[src/dds_pkg.sv]
// shared widths, limits and carrier types for the phase/amplitude core
package dds_pkg;
  localparam int ACC_W = 32;
  localparam int PHS_W = 16;
  localparam int AMP_W = 12;
  localparam int DAC_W = 12;
  localparam int SRC_N = 4;
  // index of each parameter source, highest precedence first
  localparam int SRC_MODULUS = 0;
  localparam int SRC_RAMP = 1;
  localparam int SRC_PROFILE = 2;
  localparam int SRC_PARALLEL = 3;
  // parameter refresh interval in sample clocks
  localparam logic [4:0] MOD_DIV = 5'h18;
  localparam logic [4:0] MOD_LAST = 5'h17;
  // calibration length in sample clock periods
  localparam int CAL_CYCLES = 469632;
  localparam logic [ACC_W-1:0] ACC_RST = 32'h0000_0000;
  localparam logic [PHS_W-1:0] QTR_TURN = 16'h4000;
  localparam logic [PHS_W-1:0] HALF_TURN = 16'h8000;
  localparam logic [DAC_W-2:0] MAG_PEAK = 11'h7FF;
  localparam int MAG_LSB = 17;
  localparam int SCALE_LSB = 12;

  typedef struct packed {
    logic [ACC_W-1:0] freq;
    logic [PHS_W-1:0] phase;
    logic [AMP_W-1:0] amp;
  } dds_param_t;

  typedef struct packed {
    logic freq;
    logic phase;
    logic amp;
  } dds_en_t;

  typedef enum logic [1:0] {
    CAL_IDLE,
    CAL_ARMED,
    CAL_RUN
  } dds_cal_state_t;
endpackage : dds_pkg

[src/dds_core.sv]
// phase accumulator, angle-to-amplitude, scaling and dac calibration timer
// Notes on behaviour
// - sine when select set, cosine when clear
// - 32-bit accumulator adds step word each sample
// - step words above half scale accumulate unchanged
// - 16-bit phase offset added before conversion
// - sample scaled by amplitude word over 4096
// - parameters applied once every 24 clocks
// - calibration runs exactly 469632 sample periods
// - one 12-bit scaled sample per clock
// - modulus, ramp, profile, parallel source precedence
`timescale 1ns/100ps
module dds_core #(
  parameter int CAL_LEN = dds_pkg::CAL_CYCLES
) (
  // clock and reset
  input wire logic core_clk_i,
  input wire logic rst_n_i,
  // control bits
  input wire logic sine_sel_i,
  input wire logic dac_cal_en_i,
  // parameter sources, index 0 highest precedence
  input wire dds_pkg::dds_param_t [dds_pkg::SRC_N-1:0] src_param_i,
  input wire dds_pkg::dds_en_t [dds_pkg::SRC_N-1:0] src_en_i,
  // sample stream to the converter
  input wire logic dac_ready_i,
  output logic dac_valid_o,
  output logic signed [dds_pkg::DAC_W-1:0] dac_sample_o,
  // status
  output logic dac_cal_busy_o,
  output logic upd_tick_o
);

  // ---------------- parameter selection and refresh
  dds_pkg::dds_param_t sel_param;
  dds_pkg::dds_param_t act_r, act_nxt;
  logic [4:0] div_r, div_nxt;
  logic tick_r, tick_nxt;

  always_comb begin
    sel_param = act_r;
    // walk lowest to highest so the higher source overwrites
    for (int s = dds_pkg::SRC_N - 1; s >= 0; s--) begin
      if (src_en_i[s].freq) begin
        sel_param.freq = src_param_i[s].freq;
      end
      if (src_en_i[s].phase) begin
        sel_param.phase = src_param_i[s].phase;
      end
      if (src_en_i[s].amp) begin
        sel_param.amp = src_param_i[s].amp;
      end
    end
  end

  always_comb begin
    div_nxt = div_r + 5'h01;
    tick_nxt = 1'b0;
    act_nxt = act_r;
    if (div_r == dds_pkg::MOD_LAST) begin
      // images at the refresh rate are the price of a slow update path
      div_nxt = '0;
      tick_nxt = 1'b1;
      act_nxt = sel_param;
    end
  end

  always_ff @(posedge core_clk_i) begin
    if (!rst_n_i) begin
      div_r <= '0;
      tick_r <= 1'b0;
      act_r <= '0;
    end else begin
      div_r <= div_nxt;
      tick_r <= tick_nxt;
      act_r <= act_nxt;
    end
  end

  assign upd_tick_o = tick_r;

  // ---------------- accumulator and angle-to-amplitude
  logic [dds_pkg::ACC_W-1:0] acc_r, acc_nxt;
  logic [dds_pkg::PHS_W-1:0] phase;
  logic [dds_pkg::PHS_W-1:0] half_pos;
  logic [dds_pkg::PHS_W-1:0] half_cmp;
  logic [2*dds_pkg::PHS_W-1:0] parab;
  logic [dds_pkg::DAC_W-1:0] mag_raw;
  logic [dds_pkg::DAC_W-2:0] mag;
  logic signed [dds_pkg::DAC_W-1:0] wave;
  logic signed [dds_pkg::DAC_W+dds_pkg::AMP_W:0] prod;
  logic signed [dds_pkg::DAC_W-1:0] scaled;
  logic in_ready;

  always_comb begin
    // offset is added to the top of the accumulator, not accumulated
    phase = acc_r[dds_pkg::ACC_W-1 -: dds_pkg::PHS_W]
      + act_r.phase;
    if (!sine_sel_i) begin
      phase = phase + dds_pkg::QTR_TURN;
    end
    // parabolic half-wave: cheap, no table, about 5% peak error
    half_pos = {1'b0, phase[dds_pkg::PHS_W-2:0]};
    half_cmp = dds_pkg::HALF_TURN - half_pos;
    parab = half_pos * half_cmp;
    mag_raw = parab[dds_pkg::MAG_LSB +: dds_pkg::DAC_W];
    mag = mag_raw[dds_pkg::DAC_W-1] ? dds_pkg::MAG_PEAK
      : mag_raw[dds_pkg::DAC_W-2:0];
    wave = phase[dds_pkg::PHS_W-1] ? -$signed({1'b0, mag})
      : $signed({1'b0, mag});
    prod = wave * $signed({1'b0, act_r.amp});
    scaled = prod[dds_pkg::SCALE_LSB +: dds_pkg::DAC_W];
  end

  always_comb begin
    acc_nxt = acc_r;
    if (in_ready) begin
      // full 32-bit wrap, no clamp above half scale
      acc_nxt = acc_r + act_r.freq;
    end
  end

  always_ff @(posedge core_clk_i) begin
    if (!rst_n_i) begin
      acc_r <= dds_pkg::ACC_RST;
    end else begin
      acc_r <= acc_nxt;
    end
  end

  // ---------------- two-entry skid buffer toward the converter
  logic out_vld_r, out_vld_nxt;
  logic skid_vld_r, skid_vld_nxt;
  logic signed [dds_pkg::DAC_W-1:0] out_r, out_nxt;
  logic signed [dds_pkg::DAC_W-1:0] skid_r, skid_nxt;
  logic pop;

  // a stall backs up into the accumulator so no sample is dropped
  assign in_ready = !skid_vld_r;

  always_comb begin
    pop = out_vld_r && dac_ready_i;
    out_vld_nxt = out_vld_r;
    out_nxt = out_r;
    skid_vld_nxt = skid_vld_r;
    skid_nxt = skid_r;
    if (!out_vld_r || pop) begin
      out_vld_nxt = 1'b1;
      out_nxt = skid_vld_r ? skid_r : scaled;
      skid_vld_nxt = 1'b0;
    end else if (in_ready) begin
      skid_vld_nxt = 1'b1;
      skid_nxt = scaled;
    end
  end

  always_ff @(posedge core_clk_i) begin
    if (!rst_n_i) begin
      out_vld_r <= 1'b0;
      skid_vld_r <= 1'b0;
      out_r <= '0;
      skid_r <= '0;
    end else begin
      out_vld_r <= out_vld_nxt;
      skid_vld_r <= skid_vld_nxt;
      out_r <= out_nxt;
      skid_r <= skid_nxt;
    end
  end

  assign dac_valid_o = out_vld_r;
  assign dac_sample_o = out_r;

  // ---------------- converter timing calibration
  dds_pkg::dds_cal_state_t cal_st_r, cal_st_nxt;
  logic [19:0] cal_cnt_r, cal_cnt_nxt;
  logic cal_busy_r, cal_busy_nxt;
  localparam logic [19:0] CAL_END = 20'(CAL_LEN - 1);

  always_comb begin
    cal_st_nxt = cal_st_r;
    cal_cnt_nxt = cal_cnt_r;
    cal_busy_nxt = 1'b0;
    unique case (cal_st_r)
      dds_pkg::CAL_IDLE: begin
        if (dac_cal_en_i) begin
          cal_st_nxt = dds_pkg::CAL_ARMED;
        end
      end
      dds_pkg::CAL_ARMED: begin
        // starts on the clear that follows the set
        if (!dac_cal_en_i) begin
          cal_st_nxt = dds_pkg::CAL_RUN;
          cal_cnt_nxt = '0;
          cal_busy_nxt = 1'b1;
        end
      end
      dds_pkg::CAL_RUN: begin
        cal_busy_nxt = 1'b1;
        cal_cnt_nxt = cal_cnt_r + 20'h00001;
        if (cal_cnt_r == CAL_END) begin
          cal_st_nxt = dac_cal_en_i ? dds_pkg::CAL_ARMED
            : dds_pkg::CAL_IDLE;
          cal_busy_nxt = 1'b0;
        end
      end
      // the fourth code is unused; fall back to idle
      default: begin
        cal_st_nxt = dds_pkg::CAL_IDLE;
      end
    endcase
  end

  always_ff @(posedge core_clk_i) begin
    if (!rst_n_i) begin
      cal_st_r <= dds_pkg::CAL_IDLE;
      cal_cnt_r <= '0;
      cal_busy_r <= 1'b0;
    end else begin
      cal_st_r <= cal_st_nxt;
      cal_cnt_r <= cal_cnt_nxt;
      cal_busy_r <= cal_busy_nxt;
    end
  end

  assign dac_cal_busy_o = cal_busy_r;

  // ---------------- checks
  logic [20:0] busy_len_r;
  always_ff @(posedge core_clk_i) begin
    if (!rst_n_i) begin
      busy_len_r <= '0;
    end else begin
      busy_len_r <= cal_busy_r ? busy_len_r + 21'h000001 : '0;
    end
  end

  a_acc_step: assert property (@(posedge core_clk_i) disable iff (!rst_n_i)
    in_ready |=> acc_r == $past(acc_r) + $past(act_r.freq))
    else $error("accumulator did not advance by step word");
  a_acc_hold: assert property (@(posedge core_clk_i) disable iff (!rst_n_i)
    !in_ready |=> $stable(acc_r))
    else $error("accumulator moved while stalled");
  a_tick_space: assert property (@(posedge core_clk_i) disable iff (!rst_n_i)
    tick_r |=> !tick_r [*8] ##16 tick_r)
    else $error("parameter refresh not every 24 clocks");
  a_param_hold: assert property (@(posedge core_clk_i) disable iff (!rst_n_i)
    !tick_r |-> $stable(act_r))
    else $error("parameters changed between refresh ticks");
  a_src_prio: assert property (@(posedge core_clk_i) disable iff (!rst_n_i)
    (div_r == dds_pkg::MOD_LAST && src_en_i[0].freq)
    |=> act_r.freq == $past(src_param_i[0].freq))
    else $error("modulus source lost frequency precedence");
  a_cal_start: assert property (@(posedge core_clk_i) disable iff (!rst_n_i)
    (cal_st_r == dds_pkg::CAL_ARMED && !dac_cal_en_i)
    |=> cal_busy_r [*8])
    else $error("calibration did not start on bit clear");
  a_cal_length: assert property (@(posedge core_clk_i) disable iff (!rst_n_i)
    $fell(cal_busy_r) |-> $past(busy_len_r) == 21'(CAL_LEN - 1))
    else $error("calibration length wrong");
  a_zero_scale: assert property (@(posedge core_clk_i) disable iff (!rst_n_i)
    (act_r.amp == '0 && in_ready && (!out_vld_r || pop) && !skid_vld_r)
    |=> dac_sample_o == '0)
    else $error("zero amplitude word gave nonzero sample");
  a_stream_flow: assert property (@(posedge core_clk_i) disable iff (!rst_n_i)
    dac_ready_i [*2] |=> dac_valid_o)
    else $error("no sample delivered while converter ready");
  a_cos_peak: assert property (@(posedge core_clk_i) disable iff (!rst_n_i)
    (!sine_sel_i && acc_r[31:16] == '0 && act_r.phase == '0)
    |-> wave == $signed({1'b0, dds_pkg::MAG_PEAK}))
    else $error("cosine select did not start at peak");

endmodule : dds_core

[config.mk]
export PLATFORM = sky130hd
export DESIGN_NAME = dds_core
export DESIGN_NICKNAME = d
export VERILOG_FILES = /design/src/dds_pkg.sv /design/src/dds_core.sv
export SDC_FILE = /design/constraint.sdc
export NUM_CORES = 1
export LEC_CHECK = 0
export BUFFER_PORTS_ARGS = -buffer_cell sky130_fd_sc_hd__buf_2
export CORE_ASPECT_RATIO = 0.5
export CORE_UTILIZATION = 35
export CTS_BUF_LIST = sky130_fd_sc_hd__clkbuf_8
export CTS_CLUSTER_DIAMETER = 50
export CTS_CLUSTER_SIZE = 30
export DETAILED_ROUTE_END_ITERATION = 6
export HOLD_SLACK_MARGIN = 0.03
export PLACE_DENSITY = 0.54
export SLEW_MARGIN = 5
export SYNTH_ARGS = -nofsm -noshare
export SYNTH_HDL_FRONTEND = slang
export SYNTH_SLANG_ARGS = --single-unit
[constraint.sdc]
create_clock -name core_clk_i -period 25 [get_ports core_clk_i]
set_input_delay 2.5 -clock core_clk_i [delete_from_list [all_inputs] [get_ports core_clk_i]]
set_output_delay 2.5 -clock core_clk_i [all_outputs]
set_load 0.01 [all_outputs]
==> out/qor.tcl <==
set qor(fmax_ghz) 0.0578
set qor(fraction_of_registers_with_async_set_reset_pct) 0
set qor(clock_pin_transition_on_the_worst_setup_and_hold_timing_paths_ns) 0.10
set qor(postLayoutCellArea_um2) 24400
set qor(synthesis.yosys.warnings) 0
set qor(grt_antenna_before_repair) 1
set qor(hold_viol) 0
set qor(synthesis.area_um2) 21900
set qor(die_extent_in_y_um) 179
set qor(slew_viol_final) 0
set qor(tritoncts.num_buffers) 17
set qor(area_used_by_multi_input_combinational_logic_um2) 17000
set qor(worstHoldEndpoint) {div_r[0]$_SDFF_PP0_}
set qor(synth_largest_area_cell) {sky130_fd_sc_hd__fa_1}
set qor(max-slew-margin-rel_pct) 26.6
set qor(crit_cells) 60
set qor(r2r_slack_ns) 7.69
set qor(grt_start_max_net_pins) 89
set qor(post_cts_hold_buffer_count) 0
set qor(power.ir.vdd_worst_uv) 32.2
set qor(post_synth_inst_count) 2682
set qor(final_core_util_pct) 39.7
set qor(clock_path_buffers) 2
set qor(number_of_port_buffers) 271
set qor(wl_mm) 60.6
set qor(cts-resized-gates) 0
set qor(die_area_um2) 63600
set qor(rsz0062_at_grt) {false}
set qor(critPathMostFrequentCell) {sky130_fd_sc_hd__fa_1}
set qor(die-width_um) 356
set qor(final.period_utilization_pct) 69.2
set qor(ys_dominant_reg_cell) {sky130_fd_sc_hd__dfxtp_1}
set qor(synth_top_cells_by_count) {386 x sky130_fd_sc_hd__inv_1, 298 x sky130_fd_sc_hd__nor2_1, 278 x sky130_fd_sc_hd__fa_1}
set qor(ios) 272
set qor(post_route_cells_drive_above_1_share_pct) 12.8
set qor(clock_sink_count) 147
set qor(clkLatencyLatePin_ns) 0.48
set qor(ys_ff_latch) 147
set qor(areaGrowthSynthToFinish_pct) 11.6
set qor(rows) 64
set qor(crit_path_max_incr_delay_ns) 1.01
set qor(drv.max_cap_violation_count) 0
set qor(totalNegativeSetupSlack_ns) 0
set qor(coreArea_um2) 61500
set qor(layout_skew_ns) 0.0150
set qor(place_congestion) 0.933
set qor(hold_crit_path_type) {reg -> reg}
set qor(time_the_worst_path_needs_with_i_o_delays_and_setup_ns) 17.31
set qor(power_density_relative_to_cell_area_nw_per_um2) 25.6
set qor(routed_wire_length_per_instance_um) 16.3
set qor(grt.total_usage_pct) 19.8
set qor(worst_path_bufs_invs) 10
set qor(synthTopCellsByArea) {sky130_fd_sc_hd__fa_1 25%, sky130_fd_sc_hd__dfxtp_1 13%, sky130_fd_sc_hd__ha_1 13%}
set qor(initialDrtViolationCount) 1112
set qor(post-route-drc-count) 0
set qor(most_used_standard_cell_by_instance_count_after_synthesis) {sky130_fd_sc_hd__inv_1}
set qor(cts.root.buffer_cell) {sky130_fd_sc_hd__clkbuf_8}
set qor(category_of_the_most_critical_setup_path) {reg -> reg}
set qor(tritoncts) {yes}
set qor(grt.overflow.total) 0
set qor(number_of_enable_type_register_cells_in_the_synthesized_netlist) 0
set qor(cp_slowest_cell) {sky130_fd_sc_hd__fa_1}
set qor(post-cts-setup-buffer-count) 0
set qor(effective_utilization_at_floorplan_pct) 35.6
set qor(post_synth_num_cell_types) 75
set qor(timing.final.setup_violations) 0
set qor(grt_first_pass_wirelength_mm) 99.8
set qor(static-leakage-power_nw) 12.1
set qor(route.detailed.vias_per_inst) 4.98
set qor(synthesis.area_per_instance_um2) 8.16
set qor(n_antenna_cell) 0
set qor(crit_arrival_ns) 17.69
set qor(nFillCells) 6389
set qor(cp_max_fo) 17
set qor(drt_pre_antenna_iters) 5
set qor(crit_family) {adder cells}
set qor(r2r-end) {dac_sample_o[11]$_SDFFE_PN0N_}
set qor(r2r_cells) 60
set qor(hp-start) {div_r[0]$_SDFF_PP0_}
set qor(dpl.hpwl_mm) 49.6
set qor(worst_pin_slew_ns) 1.10
set qor(synth_seq_area_share_pct) 13.4
set qor(detailed_place.area_um2) 24000
set qor(worstPathRequired_ns) 25.38
set qor(finish.net_count) 3628
set qor(worst_setup_path_start_kind) {flip-flop}
set qor(dr_total_vias) 18472
set qor(crit-reg2reg-launch) {acc_r[16]$_SDFFE_PN0N_}
set qor(ctsHtreeMaxLevel) 4
set qor(status) {complete, no violations}
set qor(synth_top_cell_area_share_pct) 25.4
set qor(end_kind) {flip-flop}
set qor(first_global_vias) 18945
set qor(regArea_um2) 2940
set qor(antenna_violating_nets_post_route) 0
set qor(whs_path_depth) 1
cells by family after synthesis:
family | count (synthesis) | share of synthesized area, %
buffers and inverters | 526 | 9.10
adder cells (fa/ha/maj) | 499 | 38.0
XOR/XNOR | 84 | 3.36
multiplexers | 71 | 3.25
other | 2 | 0.0343
AND/OR/NAND/NOR | 882 | 19.0
flip-flops | 147 | 13.4
AO/OA/AOI/OAI | 471 | 13.8
sequential cells by signal, indices dropped and copies added (netlist names):
register and cells:
div_r 5, skid_r 12, dac_valid_o 1, dac_cal_busy_o 1, cal_st_r 2, upd_tick_o 1, cal_cnt_r 20, skid_vld_r 1
act_r 60, dac_sample_o 12, acc_r 32
layout make-up:
type	count	share of cell area (%)
repair buffers	297	6.35
clock buffers	18	1.01
well taps	825	4.22
multi-input cells	2020	69.6
clock inverters	14	0.758
inverters	389	5.98
flip-flops and latches	147	12.0
power breakdown:
group	total, W	internal [W]	switching (W)	leakage (nW)
combinational	0.000177	0.0000675	0.000110	10.7
sequential	0.000239	0.000237	0.00000249	1.19
clock	0.000210	0.0000969	0.000113	0.221
total	0.000627	0.000401	0.000225	12.1
cells in the final DEF (no fill, tap or decap), drive strengths merged, types with 8 or more instances in the layout:
| master | instances |
|---|---|
| o21bai | 8 |
| nand3b | 9 |
| nor2 | 298 |
| clkbuf | 18 |
| conb | 13 |
| xor2 | 36 |
| xnor2 | 48 |
| ha | 221 |
| a21o | 35 |
| o21a | 13 |
| and3 | 32 |
| inv | 394 |
| o211ai | 70 |
| nor3b | 10 |
| dfxtp | 147 |
| buf | 297 |
| nand2b | 97 |
| or3 | 14 |
| nand3 | 45 |
| o21ai | 114 |
| fa | 278 |
| and2 | 45 |
| mux2i | 70 |
| nand2 | 236 |
| nor3 | 19 |
| o41ai | 10 |
| a22o | 13 |
| or2 | 25 |
| a211oi | 15 |
| nand4 | 15 |
| a21oi | 140 |
| nor2b | 23 |
per-layer routing:
layer / up-vias / routed length [um] / GRT usage (%)
met5: - / 12 / 0
li1: 9108 / - / -
met4: 2 / 954 / 4.40
met1: 9002 / 29400 / 27.2
met2: 315 / 28200 / 33.4
met3: 45 / 2050 / 2.15
worst max-delay path by stage:
stage | start | to | slack, ns
final | acc_r[16]$_SDFFE_PN0N_ | dac_sample_o[11]$_SDFFE_PN0N_ | 7.69
after global routing | acc_r[16]$_SDFFE_PN0N_ | dac_sample_o[11]$_SDFFE_PN0N_ | 6.44
after CTS | acc_r[16]$_SDFFE_PN0N_ | dac_sample_o[11]$_SDFFE_PN0N_ | 7.71
after detailed placement | acc_r[16]$_SDFFE_PN0N_ | dac_sample_o[11]$_SDFFE_PN0N_ | 7.84
after global placement | sine_sel_i | dac_sample_o[11]$_SDFFE_PN0N_ | 8.25
after floorplan | sine_sel_i | dac_sample_o[11]$_SDFFE_PN0N_ | 9.46
through the flow:
step	hold slack (ns)	power [W]	cells	setup WS, ns
after global placement	0.430	0.000419	3678	8.25
final	0.452	0.000627	3710	7.69
after detailed placement	0.438	0.000421	3678	7.84
after global routing	0.488	0.000666	3710	6.44
after floorplan	0.418	0.000360	2693	9.46
after CTS	0.452	0.000634	3710	7.71
Power figures use the tool's default switching activity.
